--- src/include/hlpf_pkg.sv ---
// constants, carrier types and crc step for the host link packet framer
package hlpf_pkg;

  // clocking and uart rate
  localparam int CLK_HZ = 20_000_000;
  localparam int UART_BAUD = 115200;
  localparam int BAUD_DIV = (CLK_HZ + UART_BAUD / 2) / UART_BAUD;
  localparam int SPI_SCLK_MAX_HZ = 20_000_000;

  // framing sizes in bytes
  localparam int BUF_BYTES = 256;
  localparam int LINK_HDR = 4;
  localparam int CRC_BYTES = 4;
  localparam int PAY_MAX = BUF_BYTES - LINK_HDR - CRC_BYTES;
  localparam int TP_HDR = 6;
  localparam int SEG_MAX = PAY_MAX - TP_HDR;
  localparam int TX_HDR_BYTES = LINK_HDR + TP_HDR;

  // fixed byte values
  localparam logic [7:0] ACK_B0 = 8'h7f;
  localparam logic [7:0] ACK_B1 = 8'hff;
  localparam logic [7:0] ACK_B2 = 8'h01;
  localparam logic [7:0] ACK_B3 = 8'h7f;
  localparam logic [7:0] CHAN_BYTE = 8'h00;
  localparam logic [7:0] SPI_IDLE_BYTE = 8'h00;

  // reflected crc-32
  localparam logic [31:0] CRC_INIT = 32'hffffffff;
  localparam logic [31:0] CRC_POLY = 32'hedb88320;
  localparam logic [31:0] CRC_XOROUT = 32'hffffffff;

  typedef enum logic [1:0] {SEL_NONE, SEL_UART, SEL_SPI} hlpf_sel_e;

  typedef struct packed {
    logic [15:0] total;
    logic [15:0] nr;
    logic [15:0] len;
  } hlpf_seg_s;

  typedef struct packed {
    logic valid;
    logic last;
    logic [7:0] data;
  } hlpf_byte_s;

  function automatic logic [31:0] hlpf_crc_byte(input logic [31:0] c, input logic [7:0] b);
    logic [31:0] r;
    r = c ^ {24'h000000, b};
    for (int i = 0; i < 8; i++) begin
      r = r[0] ? ((r >> 1) ^ CRC_POLY) : (r >> 1);
    end
    return r;
  endfunction

endpackage

--- src/core/hlpf_framer.sv ---
// host link packet framer: interface pick, link and transport framing, acknowledge
`timescale 1ns/10ps
// How it works
// - pick UART or SPI once, keep until reset
// - UART 8 data, no parity, 1 stop, lsb
// - UART runs at 115200 baud
// - SPI mode 0, chip select active low
// - SPI clock up to 20 MHz; sclk is sampled by the 20 MHz system clock, so only below 10 MHz
// - SPI interrupt while response data waits
// - no transfer above 256 byte buffer
// - answer each packet with 7F FF 01 7F
// - acknowledge sent raw, unframed
// - acknowledge every packet, report errors, no retry
// - frame: channel, size, payload, 4-byte CRC
// - send channel zero, ignore it on receive
// - size counts payload bytes only
// - CRC over payload only, mismatch is error
// - segments carry at most 242 payload bytes
// - segment header: size, chunk index, length
// - chunk index starts at 1, rises by one
// - message complete when last chunk arrives
// - transport errors passed up, no recovery
// - application data passes as clear text
// - message: command, arg count, key/size/payload args
module hlpf_framer import hlpf_pkg::*; #(
  parameter int DIV = BAUD_DIV
) (
  // clock and reset
  input wire logic clk,
  input wire logic nrst,
  // uart pins
  input wire logic uart_rxd,
  output logic uart_txd,
  // spi pins
  input wire logic spi_sclk,
  input wire logic spi_cs_n,
  input wire logic spi_mosi,
  output logic spi_miso,
  output logic spi_miso_oe,
  output logic irq,
  // received segment bytes and events
  output hlpf_byte_s rx_byte,
  output logic msg_done,
  output logic rx_err,
  output hlpf_sel_e if_sel,
  // segment transmit
  input wire logic seg_start,
  input wire hlpf_seg_s seg,
  input wire logic usr_tx_valid,
  input wire logic [7:0] usr_tx_data,
  output logic usr_tx_ready,
  output logic tx_busy
);
  typedef enum logic [2:0] {R_CHAN, R_SIZE, R_PAY, R_CRC, R_CHK, R_REL} hlpf_rx_e;
  typedef enum logic [2:0] {T_IDLE, T_ACK, T_HDR, T_DATA, T_CRC} hlpf_tx_e;

  function automatic logic [7:0] hdr_byte(input hlpf_seg_s s, input logic [3:0] i);
    logic [15:0] lsize;
    lsize = s.len + 16'(TP_HDR);
    case (i)
      4'h2: hdr_byte = lsize[7:0];
      4'h3: hdr_byte = lsize[15:8];
      4'h4: hdr_byte = s.len[7:0];
      4'h5: hdr_byte = s.len[15:8];
      4'h6: hdr_byte = s.nr[7:0];
      4'h7: hdr_byte = s.nr[15:8];
      4'h8: hdr_byte = s.total[7:0];
      4'h9: hdr_byte = s.total[15:8];
      default: hdr_byte = CHAN_BYTE;
    endcase
  endfunction

  function automatic logic [7:0] ack_byte(input logic [1:0] i);
    case (i)
      2'h0: ack_byte = ACK_B0;
      2'h1: ack_byte = ACK_B1;
      2'h2: ack_byte = ACK_B2;
      default: ack_byte = ACK_B3;
    endcase
  endfunction

  hlpf_sel_e sel_q;
  hlpf_rx_e rst_q;
  hlpf_tx_e tst_q;
  logic [7:0] buf_q [BUF_BYTES];
  logic [15:0] cnt_q;
  logic [15:0] len_q;
  logic over_q;
  logic [31:0] crc_q;
  logic [31:0] rcrc_q;
  logic [15:0] exp_q;
  logic [15:0] rel_q;
  logic ack_q;
  logic [15:0] tcnt_q;
  hlpf_seg_s seg_q;
  logic [31:0] tcrc_q;
  logic txv_q;
  logic [7:0] txb_q;

  // physical layer
  logic u_rx_v;
  logic [7:0] u_rx_d;
  logic u_rdy;
  logic s_rx_v;
  logic [7:0] s_rx_d;
  logic s_load;
  wire is_uart = sel_q == SEL_UART;
  wire is_spi = sel_q == SEL_SPI;
  wire [7:0] spi_tx = txv_q ? txb_q : SPI_IDLE_BYTE;

  hlpf_uart #(.DIV(DIV)) u_uart (
    .clk(clk),
    .nrst(nrst),
    .rxd(uart_rxd),
    .txd(uart_txd),
    .rx_valid(u_rx_v),
    .rx_data(u_rx_d),
    .tx_valid(txv_q && is_uart),
    .tx_data(txb_q),
    .tx_ready(u_rdy)
  );

  hlpf_spi u_spi (
    .clk(clk),
    .nrst(nrst),
    .sclk(spi_sclk),
    .cs_n(spi_cs_n),
    .mosi(spi_mosi),
    .miso(spi_miso),
    .miso_oe(spi_miso_oe),
    .rx_valid(s_rx_v),
    .rx_data(s_rx_d),
    .tx_data(spi_tx),
    .tx_load(s_load)
  );

  // byte in, byte out of the chosen interface
  wire rx_v = (is_uart && u_rx_v) || (is_spi && s_rx_v);
  wire [7:0] rx_d = is_spi ? s_rx_d : u_rx_d;
  wire take = txv_q && ((is_uart && u_rdy) || (is_spi && s_load));
  wire free = !txv_q || take;

  // receive decode
  wire [15:0] size_full = {rx_d, len_q[7:0]};
  wire [15:0] tp_size = {buf_q[1], buf_q[0]};
  wire [15:0] tp_nr = {buf_q[3], buf_q[2]};
  wire [15:0] tp_len = {buf_q[5], buf_q[4]};
  wire crc_ok = (crc_q ^ CRC_XOROUT) == rcrc_q;
  wire link_ok = crc_ok && !over_q;
  wire tp_ok = len_q >= 16'(TP_HDR) && tp_size + 16'(TP_HDR) == len_q
    && tp_size <= 16'(SEG_MAX) && tp_nr == exp_q && tp_nr <= tp_len;
  wire rel_end = rel_q >= len_q;
  wire tp_last = tp_nr == tp_len;
  wire pay_last = cnt_q == len_q - 16'h0001;
  wire ack_set = rx_v && rst_q == R_CRC && cnt_q == 16'h0003;
  wire ack_clr = tst_q == T_IDLE && !seg_start && ack_q;

  // interface choice holds until the next reset
  always_ff @(posedge clk or negedge nrst) begin
    if (!nrst) begin
      sel_q <= SEL_NONE;
    end else if (sel_q == SEL_NONE) begin
      if (!spi_cs_n) begin
        sel_q <= SEL_SPI;
      end else if (!uart_rxd) begin
        sel_q <= SEL_UART;
      end
    end
  end

  // payload store, no reset needed
  always_ff @(posedge clk) begin
    if (rx_v && rst_q == R_PAY && !over_q) begin
      buf_q[cnt_q[7:0]] <= rx_d;
    end
  end

  // link layer parse
  always_ff @(posedge clk or negedge nrst) begin
    if (!nrst) begin
      rst_q <= R_CHAN;
      cnt_q <= 16'h0000;
      len_q <= 16'h0000;
      over_q <= 1'b0;
      crc_q <= CRC_INIT;
      rcrc_q <= 32'h00000000;
    end else if (rx_v) begin
      cnt_q <= cnt_q + 16'h0001;
      case (rst_q)
        R_CHAN: begin
          if (cnt_q == 16'h0001) begin
            rst_q <= R_SIZE;
            cnt_q <= 16'h0000;
          end
        end
        R_SIZE: begin
          if (cnt_q == 16'h0000) begin
            len_q[7:0] <= rx_d;
          end else begin
            len_q <= size_full;
            over_q <= size_full > 16'(PAY_MAX);
            crc_q <= CRC_INIT;
            cnt_q <= 16'h0000;
            rst_q <= size_full == 16'h0000 ? R_CRC : R_PAY;
          end
        end
        R_PAY: begin
          crc_q <= hlpf_crc_byte(crc_q, rx_d);
          if (pay_last) begin
            rst_q <= R_CRC;
            cnt_q <= 16'h0000;
          end
        end
        R_CRC: begin
          rcrc_q <= {rx_d, rcrc_q[31:8]};
          if (cnt_q == 16'h0003) begin
            rst_q <= R_CHK;
          end
        end
        default: ;
      endcase
    end else if (rst_q == R_CHK) begin
      cnt_q <= 16'h0000;
      rst_q <= link_ok && tp_ok ? R_REL : R_CHAN;
    end else if (rst_q == R_REL && rel_end) begin
      rst_q <= R_CHAN;
    end
  end

  // transport layer: check chunk order, release segment payload
  always_ff @(posedge clk or negedge nrst) begin
    if (!nrst) begin
      exp_q <= 16'h0001;
      rel_q <= 16'h0000;
      rx_byte <= '0;
      msg_done <= 1'b0;
      rx_err <= 1'b0;
    end else begin
      rx_byte.valid <= 1'b0;
      msg_done <= 1'b0;
      rx_err <= 1'b0;
      if (rst_q == R_CHK) begin
        rel_q <= 16'(TP_HDR);
        if (!(link_ok && tp_ok)) begin
          rx_err <= 1'b1;
          exp_q <= 16'h0001;
        end
      end else if (rst_q == R_REL) begin
        if (!rel_end) begin
          rx_byte.valid <= 1'b1;
          rx_byte.data <= buf_q[rel_q[7:0]];
          rx_byte.last <= tp_last && rel_q == len_q - 16'h0001;
          rel_q <= rel_q + 16'h0001;
        end else if (tp_last) begin
          msg_done <= 1'b1;
          exp_q <= 16'h0001;
        end else begin
          exp_q <= exp_q + 16'h0001;
        end
      end
    end
  end

  // acknowledge request: a new frame end wins over the clear
  always_ff @(posedge clk or negedge nrst) begin
    if (!nrst) begin
      ack_q <= 1'b0;
    end else begin
      ack_q <= ack_set || (ack_q && !ack_clr);
    end
  end

  // transmit sequencer
  always_ff @(posedge clk or negedge nrst) begin
    if (!nrst) begin
      tst_q <= T_IDLE;
      tcnt_q <= 16'h0000;
      seg_q <= '0;
      tcrc_q <= CRC_INIT;
      txv_q <= 1'b0;
      txb_q <= 8'h00;
    end else begin
      if (take) begin
        txv_q <= 1'b0;
      end
      case (tst_q)
        T_IDLE: begin
          tcnt_q <= 16'h0000;
          tcrc_q <= CRC_INIT;
          if (seg_start) begin
            seg_q <= seg;
            tst_q <= T_HDR;
          end else if (ack_q) begin
            tst_q <= T_ACK;
          end
        end
        T_ACK: begin
          if (free) begin
            txb_q <= ack_byte(tcnt_q[1:0]);
            txv_q <= 1'b1;
            tcnt_q <= tcnt_q + 16'h0001;
            if (tcnt_q == 16'h0003) begin
              tst_q <= T_IDLE;
            end
          end
        end
        T_HDR: begin
          if (free) begin
            txb_q <= hdr_byte(seg_q, tcnt_q[3:0]);
            txv_q <= 1'b1;
            tcnt_q <= tcnt_q + 16'h0001;
            if (tcnt_q >= 16'(LINK_HDR)) begin
              tcrc_q <= hlpf_crc_byte(tcrc_q, hdr_byte(seg_q, tcnt_q[3:0]));
            end
            if (tcnt_q == 16'(TX_HDR_BYTES - 1)) begin
              tcnt_q <= 16'h0000;
              tst_q <= seg_q.len == 16'h0000 ? T_CRC : T_DATA;
            end
          end
        end
        T_DATA: begin
          if (usr_tx_valid && usr_tx_ready) begin
            txb_q <= usr_tx_data;
            txv_q <= 1'b1;
            tcrc_q <= hlpf_crc_byte(tcrc_q, usr_tx_data);
            tcnt_q <= tcnt_q + 16'h0001;
            if (tcnt_q == seg_q.len - 16'h0001) begin
              tcnt_q <= 16'h0000;
              tst_q <= T_CRC;
            end
          end
        end
        T_CRC: begin
          if (free) begin
            txb_q <= 8'((tcrc_q ^ CRC_XOROUT) >> {tcnt_q[1:0], 3'b000});
            txv_q <= 1'b1;
            tcnt_q <= tcnt_q + 16'h0001;
            if (tcnt_q == 16'h0003) begin
              tst_q <= T_IDLE;
            end
          end
        end
        default: tst_q <= T_IDLE;
      endcase
    end
  end

  // user handshake, busy and interrupt
  wire usr_take = usr_tx_valid && usr_tx_ready;
  wire more = tcnt_q + 16'h0001 < seg_q.len;
  always_ff @(posedge clk or negedge nrst) begin
    if (!nrst) begin
      usr_tx_ready <= 1'b0;
      tx_busy <= 1'b0;
      irq <= 1'b0;
    end else begin
      usr_tx_ready <= tst_q == T_DATA && free && (usr_take ? 1'b0 : 1'b1)
        && (usr_take ? more : tcnt_q < seg_q.len);
      tx_busy <= tst_q != T_IDLE || seg_start;
      irq <= is_spi && (tst_q != T_IDLE || ack_q || txv_q);
    end
  end

  assign if_sel = sel_q;
endmodule // hlpf_framer

--- src/core/hlpf_uart.sv ---
// uart byte receiver and transmitter, 8n1, lsb first
`timescale 1ns/10ps
module hlpf_uart import hlpf_pkg::*; #(
  parameter int DIV = BAUD_DIV
) (
  // clock and reset
  input wire logic clk,
  input wire logic nrst,
  // line
  input wire logic rxd,
  output logic txd,
  // byte side
  output logic rx_valid,
  output logic [7:0] rx_data,
  input wire logic tx_valid,
  input wire logic [7:0] tx_data,
  output logic tx_ready
);
  logic [15:0] rcnt_q;
  logic [3:0] rbit_q;
  logic rbusy_q;
  logic [7:0] rsh_q;
  logic [15:0] tcnt_q;
  logic [3:0] tbit_q;
  logic tbusy_q;
  logic [8:0] tsh_q;
  wire rtick = rcnt_q == 16'h0000;
  wire ttick = tcnt_q == 16'h0000;

  assign tx_ready = !tbusy_q;

  // receive: sample each bit at its middle
  always_ff @(posedge clk or negedge nrst) begin
    if (!nrst) begin
      rcnt_q <= 16'h0000;
      rbit_q <= 4'h0;
      rbusy_q <= 1'b0;
      rsh_q <= 8'h00;
      rx_valid <= 1'b0;
      rx_data <= 8'h00;
    end else begin
      rx_valid <= 1'b0;
      if (!rbusy_q) begin
        if (!rxd) begin
          rbusy_q <= 1'b1;
          rcnt_q <= 16'(DIV / 2);
          rbit_q <= 4'h0;
        end
      end else if (!rtick) begin
        rcnt_q <= rcnt_q - 16'h0001;
      end else begin
        rcnt_q <= 16'(DIV - 1);
        rbit_q <= rbit_q + 4'h1;
        if (rbit_q == 4'h0 && rxd) begin
          rbusy_q <= 1'b0;
        end else if (rbit_q == 4'h9) begin
          rbusy_q <= 1'b0;
          rx_valid <= rxd;
          rx_data <= rsh_q;
        end else if (rbit_q != 4'h0) begin
          rsh_q <= {rxd, rsh_q[7:1]};
        end
      end
    end
  end

  // transmit: start, eight data bits, one stop
  always_ff @(posedge clk or negedge nrst) begin
    if (!nrst) begin
      tcnt_q <= 16'h0000;
      tbit_q <= 4'h0;
      tbusy_q <= 1'b0;
      tsh_q <= 9'h1ff;
      txd <= 1'b1;
    end else if (!tbusy_q) begin
      if (tx_valid) begin
        tbusy_q <= 1'b1;
        txd <= 1'b0;
        tsh_q <= {1'b1, tx_data};
        tbit_q <= 4'h9;
        tcnt_q <= 16'(DIV - 1);
      end
    end else if (!ttick) begin
      tcnt_q <= tcnt_q - 16'h0001;
    end else begin
      tcnt_q <= 16'(DIV - 1);
      if (tbit_q == 4'h0) begin
        tbusy_q <= 1'b0;
      end else begin
        txd <= tsh_q[0];
        tsh_q <= {1'b1, tsh_q[8:1]};
        tbit_q <= tbit_q - 4'h1;
      end
    end
  end
endmodule // hlpf_uart

--- src/core/hlpf_spi.sv ---
// spi mode 0 slave, msb first, clock sampled by the system clock
`timescale 1ns/10ps
module hlpf_spi import hlpf_pkg::*; (
  // clock and reset
  input wire logic clk,
  input wire logic nrst,
  // pins
  input wire logic sclk,
  input wire logic cs_n,
  input wire logic mosi,
  output logic miso,
  output logic miso_oe,
  // byte side
  output logic rx_valid,
  output logic [7:0] rx_data,
  input wire logic [7:0] tx_data,
  output logic tx_load
);
  logic sclk_q;
  logic cs_q;
  logic [2:0] bcnt_q;
  logic [7:0] rsh_q;
  logic [7:0] tsh_q;

  // edges of a mode 0 clock: sample on rise, shift on fall
  wire rise = !cs_n && sclk && !sclk_q;
  wire fall = !cs_n && !sclk && sclk_q;
  wire cs_fall = !cs_n && cs_q;
  assign tx_load = cs_fall || (rise && bcnt_q == 3'h7);

  always_ff @(posedge clk or negedge nrst) begin
    if (!nrst) begin
      sclk_q <= 1'b0;
      cs_q <= 1'b1;
      miso_oe <= 1'b0;
      rx_valid <= 1'b0;
    end else begin
      sclk_q <= sclk;
      cs_q <= cs_n;
      miso_oe <= !cs_n;
      rx_valid <= rise && bcnt_q == 3'h7;
    end
  end

  always_ff @(posedge clk or negedge nrst) begin
    if (!nrst) begin
      bcnt_q <= 3'h0;
      rsh_q <= 8'h00;
      rx_data <= 8'h00;
    end else if (cs_n) begin
      bcnt_q <= 3'h0;
    end else if (rise) begin
      rsh_q <= {rsh_q[6:0], mosi};
      bcnt_q <= bcnt_q + 3'h1;
      if (bcnt_q == 3'h7) begin
        rx_data <= {rsh_q[6:0], mosi};
      end
    end
  end

  always_ff @(posedge clk or negedge nrst) begin
    if (!nrst) begin
      tsh_q <= 8'h00;
      miso <= 1'b0;
    end else if (cs_fall) begin
      miso <= tx_data[7];
      tsh_q <= {tx_data[6:0], 1'b0};
    end else if (tx_load) begin
      tsh_q <= tx_data;
    end else if (fall) begin
      miso <= tsh_q[7];
      tsh_q <= {tsh_q[6:0], 1'b0};
    end
  end
endmodule // hlpf_spi

--- config.mk ---
export PLATFORM = sky130hd
export DESIGN_NAME = hlpf_framer
export DESIGN_NICKNAME = d
export VERILOG_FILES = /design/src/include/hlpf_pkg.sv /design/src/core/hlpf_framer.sv /design/src/core/hlpf_uart.sv /design/src/core/hlpf_spi.sv
export SDC_FILE = /design/constraint.sdc
export NUM_CORES = 2
export LEC_CHECK = 0
export ABC_AREA = 1
export BUFFER_PORTS_ARGS = -buffer_cell sky130_fd_sc_hd__buf_2
export CAP_MARGIN = 25
export CORE_UTILIZATION = 55
export DETAILED_ROUTE_END_ITERATION = 8
export PLACE_DENSITY_LB_ADDON = 0.15
export RECOVER_POWER = 100
export SLEW_MARGIN = 20
export SYNTH_ARGS = -nofsm -noshare
export SYNTH_HDL_FRONTEND = slang
export SYNTH_HIERARCHICAL = 1
export SYNTH_SLANG_ARGS = --single-unit
--- constraint.sdc ---
create_clock -name clk -period 10.7 [get_ports clk]
set_clock_uncertainty 0.05 [all_clocks]
set_input_delay 0.535 -clock clk [delete_from_list [all_inputs] [get_ports clk]]
set_output_delay 0.535 -clock clk [all_outputs]
set_load 0.03 [all_outputs]
# After elaboration in Yosys (flattened, before gate mapping)
# Memory sizes are Yosys's and may differ from the RTL's.
# Cells that the tools add are included.
[totals] regBits=358 ramBits=2048 inputBits=64 elab_cells=402 memories=1
[classes] n_addsub=13 n_lt_le_gt_ge=8 eq_ne=58 n_shift=1 muxes=143 n_bitwise=35 reduce_logical=96
[memory_table] memory="buf_q" depth=256 width=8 rd=7 rd_ports_with_merged_regs=0 write_ports=1 line="hlpf_framer.sv:85" text="logic [7:0] buf_q [BUF_BYTES];"
[op_table] cell="two-way mux 32 bit" count=28
[op_table] cell="two-way mux 16 bit" count=24
[op_table] cell="NOT 13 -> 14 bit" count=24
[op_table] cell="== test 16 bit" count=6
[op_table] cell="two-way mux 8 bit" count=12
[op_table] cell="one-hot mux 32 bit (3 select lines)" count=1
[op_table] cell="XOR 32 x 8 -> 32 bit" count=3
[op_table] cell="zero test 16 bit" count=5
[op_table] cell="adder 16 x 1 -> 16 bit, second input constant" count=4
[op_table] cell="NOT 32 bit" count=2
[op_table] cell="one-hot mux 16 bit (4 select lines)" count=1
[op_table] cell="one-hot mux 32 bit (2 select lines)" count=1
[op_table] cell="one-hot mux 8 bit (8 select lines)" count=1
[op_table] cell="subtractor 16 x 1 -> 16 bit, second input constant" count=4
[op_table] cell="two-way mux 3 bit" count=19
[op_table] cell="one-hot mux 16 bit (3 select lines)" count=1
[op_table] cell="two-way mux 9 bit" count=4
[op_table] cell="two-way mux 1 bit" count=34
[op_table] cell="logical AND 1 bit" count=33
[op_table] cell="adder 16 x 3 -> 16 bit, second input constant" count=2
[op_table] cell="== test 16 x 2 -> 1 bit, second input constant" count=2
[op_table] cell="== test 32 bit" count=1
[op_table] cell="greater-or-equal comparator 16 x 3 -> 1 bit, second input constant" count=2
[op_table] cell="< comparator 16 bit" count=2
[op_table] cell="other kinds (47)" count=138

# Logic depth before layout (Yosys ltp)
[logic_depth] ltp_word=31 mapped_depth=22 ltp_nobuf=20

# Modules after synthesis
# Netlist, hierarchy kept.
[by_module_without_submodules] mod="hlpf_framer" n_inst=1 cells_each=8927 area_each_um2=100363.8
[by_module_without_submodules] mod="hlpf_uart" n_inst=1 cells_each=506 area_each_um2=3783.6
[by_module_without_submodules] mod="hlpf_spi" n_inst=1 cells_each=167 area_each_um2=1457.6

# Least setup slack after synthesis
# No wires, ideal clock.
[synth_path] kind="register -> register" start="reg sel_q[0], in the netlist if_sel[0]" end="reg rst_q[0]" arrival_time_ns=4.486 t_required_ns=10.534 slack_ns=6.048 stages_incl_launch_ff=13 path_buffers=0 synth_period_minus_slack_ns=4.652 cell_sequence="dfrtp_1 > inv_2 > nand2_4 > nand2_1 > o21ai_2 > inv_1 > nor4_1 > nand2_1 > nor3_1 > o31ai_1 > nand2_1 > nand2_1 > nand2_1"
[synth_between] elab_chain_len=7 elab_cells_between_ends=18 cone_classes="7 x eq/ne; 5 x mux; 6 x reduce/logical"
[synth_rtl] item="start: declaration" line="hlpf_framer.sv:82" text="hlpf_sel_e sel_q;"
[synth_rtl] item="start signal: assignment" line="hlpf_framer.sv:161" text="sel_q <= SEL_NONE;"
[synth_rtl] item="start signal: assignment" line="hlpf_framer.sv:164" text="sel_q <= SEL_SPI;"
[synth_rtl] item="start signal: assignment" line="hlpf_framer.sv:166" text="sel_q <= SEL_UART;"
[synth_rtl] item="== test 2 bit" line="hlpf_framer.sv:108" text="wire is_spi = sel_q == SEL_SPI;"
[synth_rtl] item="two-way mux 8 bit" line="hlpf_framer.sv:139" text="wire [7:0] rx_d = is_spi ? s_rx_d : u_rx_d;"
[synth_rtl] item="net rx_d[1]" line="hlpf_framer.sv:139"
[synth_rtl] item="zero test 16 bit" line="hlpf_framer.sv:204" text="rst_q <= size_full == 16'h0000 ? R_CRC : R_PAY;"
[synth_rtl] item="two-way mux 1 bit" line="hlpf_framer.sv:204"
[synth_rtl] item="two-way mux 3 bit" line="hlpf_framer.sv:197" text="if (cnt_q == 16'h0000) begin"
[synth_rtl] item="one-hot mux 3 bit (4 select lines)" line="hlpf_framer.sv:189" text="case (rst_q)"
[synth_rtl] item="two-way mux 3 bit" line="hlpf_framer.sv:187" text="end else if (rx_v) begin"
[synth_rtl] item="end signal: assignment" line="hlpf_framer.sv:204"
[synth_rtl] item="end signal: assignment" line="hlpf_framer.sv:224" text="rst_q <= link_ok && tp_ok ? R_REL : R_CHAN;"
[synth_rtl] item="end: declaration" line="hlpf_framer.sv:83" text="hlpf_rx_e rst_q;"
# The timed path passes the listed nets, and every way through them passes these cells. The select of a mux whose other input is x is not followed.
# A chain may end at the register's enable or synchronous reset.

# Worst setup path in the final report
[layout_path] start="reg sel_q[0], in the netlist if_sel[0]" end="mem buf_q[119][5], data pin"
[layout_between] elab_chain_len=2
[layout_rtl] item="== test 2 bit" line="hlpf_framer.sv:108"
[layout_rtl] item="two-way mux 8 bit" line="hlpf_framer.sv:139"
[layout_rtl] item="net rx_d[5]" line="hlpf_framer.sv:139"
[layout_rtl] item="end: declaration" line="hlpf_framer.sv:85"
# The timed path passes the listed nets, and every way through them passes these cells.

==> results.toml <==
[status]
status = "finished with violations"
violations = "max-capacitance violations, max-slew violations"

[global_routing]
grt_max_degree = 194
antenna_found_initial = 7
grt_use_total_pct = 30.9
grt_pass1_vias = 72000
grt_first_pass_wirelength_mm = 451
gr-total-overflow = 0

[worst_setup_path]
r2r-end = "buf_q[119][5]"
startpoint = "if_sel[0]"
crit_arrival_ps = 7920
rrSetupSlack_ps = 2830
reg2reg_from = "if_sel[0]"
crit_end = "buf_q[119][5]"
r2r_cells = 5
critPathSlowestCell = "clkinvlp_2"
cpLargestDelayFamily = "buffers and inverters"
cpPeakStageDelay_ps = 3390
worstSetupPathType = "reg2reg"
required_ps = 10750
end_kind = "register"
path_depth = 5
start_kind = "register"
crit_path_cell_trace = "inv_1 -> nand2_1 -> o21ai_0 -> clkinvlp_2 -> clkbuf_2"
path_buf_inv = 3
cp_max_fo = 103

[cells_and_area]
areaGrowthSynthToFinish_pct = 10.3
final_area_um2 = 116000
layout-drive-gt1-share_pct = 7.48
fin_util_pct = 61.2
finalNetCount = 9669

[timing]
slew_headroom_pct = -295
worst_hold_slack_ps = 119
hold_violations = 0
tns_ps = 0
worst_slew_pin_slew_ps = 5920
rsz0062_at_grt = "no"
period_minus_slack_ps = 7870
min_period_over_period_pct = 73.6
finalMaxSlewViolations = 1251
setup-violations-final = 0
max_freq_mhz = 127

[power]
max-vdd-ir-drop_uv = 154
p_leak_nw = 37.2
power_density_nw_per_um2 = 164

[clock_tree]
tritoncts = "done"
numCtsBuffers = 233
post_cts_resized = 0
insertion_delay_ps = 900
clkSlewWorstSetupHoldPaths_ps = 60
htreeDepth = 4
cts_root_buf = "clkbuf_16"
cts_sinks = 2405
clock_path_buffers = 3

[floorplan]
core_um2 = 190000
die_area_um2 = 194000
die_x_um = 440
ioPinCount = 84
start_util_pct = 55.5
die_h_um = 440
rows = 160

[run]
maxCapViolCount = 18

[synthesis]
yosys.cell_types.count = 74
postSynthAreaPerCell_um2 = 11.0
syn_area_um2 = 106000
yosys_warnings = 6
synthCells = 9600
syn_nets = 9737
synth_edf_count = 2048
synth_seq_cells = 2405
synth_flop_cell = "edfxtp_1"
async_flop_share_pct = 14.8
synth-seq-area-share_pct = 66.8

[place]
io_buffers = 83
dp_hpwl_mm = 180
place_area_um2 = 108000
globalplace.congestion = 0.946

[route]
detail-route-antenna-nets = 0
drt_iter0_drc = 9655
drtPass1Iterations = 9
vias = 75700
drc = 0
wl_per_cell_um = 24.7
wl_mm = 302
vias_per_cell = 6.17

[worst_hold_path]
hp-class = "in2reg"
sequential cells by signal, indices dropped and copies added (netlist names), 4 cells and up:
register	count
buf_q	2048
cnt_q	16
crc_q	32
exp_q	16
len_q	16
rcrc_q	32
rel_q	16
rx_byte	10
seg_q	48
tcnt_q	16
tcrc_q	32
txb_q	8
u_spi/rsh_q	7
u_spi/rx_data	8
u_spi/tsh_q	8
u_uart/rbit_q	4
u_uart/rcnt_q	16
u_uart/rsh_q	8
u_uart/rx_data	8
u_uart/tbit_q	4
u_uart/tcnt_q	16
u_uart/tsh_q	8
worst min-delay path: stages:
cell and delay, ps:
buf_2 120, nand2_1 80, nand3_1 70, nand3_1 80
a32oi_1 100
per-stage QoR:
stage	setup slack, ps	instances	power (W)
2_1_floorplan	6050	9600	0.0104
3_3_place_gp	5540	11700	0.0104
3_5_place_dp	5400	11800	0.0104
4_1_cts	5380	12200	0.0191
5_1_grt	2580	12300	0.0195
6_report	2830	12300	0.0191
synthesized netlist by cell type, types with 11 or more instances:
cell,n,area (µm²)
o211ai_1,93,698
xor2_1,194,1700
dfstp_2,75,1970
o221ai_1,173,1520
buf_1,35,131
nand2_2,33,206
nand3_1,499,2500
nor4_1,15,93.8
nor2_2,17,106
xnor2_1,36,315
nor2_1,1576,5920
o21ai_1,12,60.1
o22ai_1,341,2130
a22oi_1,13,97.6
nor3_1,92,460
nand4_1,101,632
clkbuf_1,406,1520
dfrtp_1,282,7060
a21oi_1,191,956
edfxtp_1,2048,61500
inv_1,415,1560
o21a_1,11,82.6
ha_1,73,913
inv_2,32,120
buf_2,102,510
o21ai_0,1220,6110
nand2_1,1341,5030
or2_2,17,106
logic make-up after synthesis:
kind of cell | after synthesis | share of synthesized area, %
xor+xnor | 248 | 2.25
buf+inv | 1015 | 3.81
simple gates | 3741 | 14.8
flops | 2405 | 66.8
fa+ha+maj | 73 | 0.865
compound gates | 2118 | 11.5
worst min-delay path by stage:
stage | startpoint | endpoint | slack, ps | cells after the start
6_report | usr_tx_data[3] | tcrc_q[11] | 120 | 5
5_1_grt | usr_tx_data[0] | txb_q[0] | 120 | 3
4_1_cts | usr_tx_data[7] | txb_q[7] | 60 | 5
3_5_place_dp | u_uart/txd | u_uart/txd | 400 | 2
3_3_place_gp | u_uart/tsh_q[5] | u_uart/tsh_q[5] | 400 | 2
2_1_floorplan | nrst | ack_q | 190 | 0
layer usage:
metal	routed length, µm	vias up	global-route usage (%)
met5	0	-	0
met4	11800	0	11.8
met3	29600	659	5.55
met2	139000	4010	48.1
met1	122000	36900	43.5
li1	-	34000	-
power breakdown:
part	total [W]	leakage [nW]	switching (W)	internal, W
Clock	0.00881	4.08	0.00364	0.00517
Sequential	0.0101	18.6	0.0000207	0.0101
Combinational	0.000175	14.5	0.000112	0.0000632
cell usage in the layout (no fill, tap or decap), types with 31 or more instances in the layout:
master	netlist	final
dfrtp_1	282	278
xor2_1	194	198
buf_4	8	73
o221ai_1	173	173
o22ai_1	341	341
clkbuf_16	0	234
nand2_1	1341	1358
ha_1	73	73
dfstp_2	75	75
nand3_1	499	495
inv_1	415	415
nor3_1	92	96
clkbuf_1	406	93
edfxtp_1	2048	2048
nor2_1	1576	1581
a21oi_1	191	191
o21ai_0	1220	1234
nand4_1	101	102
buf_2	102	60
clkinv_2	0	58
clkinv_1	9	31
xnor2_1	36	39
dlygate4sd3_1	0	55
bufinv_16	0	40
o211ai_1	93	93
final cells by class:
| type | count | area, µm² |
|---|---|---|
| diodes | 4 | 10.0 |
| inverters | 458 | 1760 |
| fillers | 15200 | 73900 |
| multi-input cells | 6180 | 30800 |
| clock buffers | 303 | 6360 |
| repair buffers | 254 | 1900 |
| clock inverters | 138 | 1940 |
| flip-flops and latches | 2405 | 70500 |
| well taps | 2511 | 3140 |
timing repair:
item                      CTS  global route
hold buffers               55             0
setup buffers               0             0
hold endpoints to repair  128             0
Note: power is estimated with default switching activity, not from simulation.
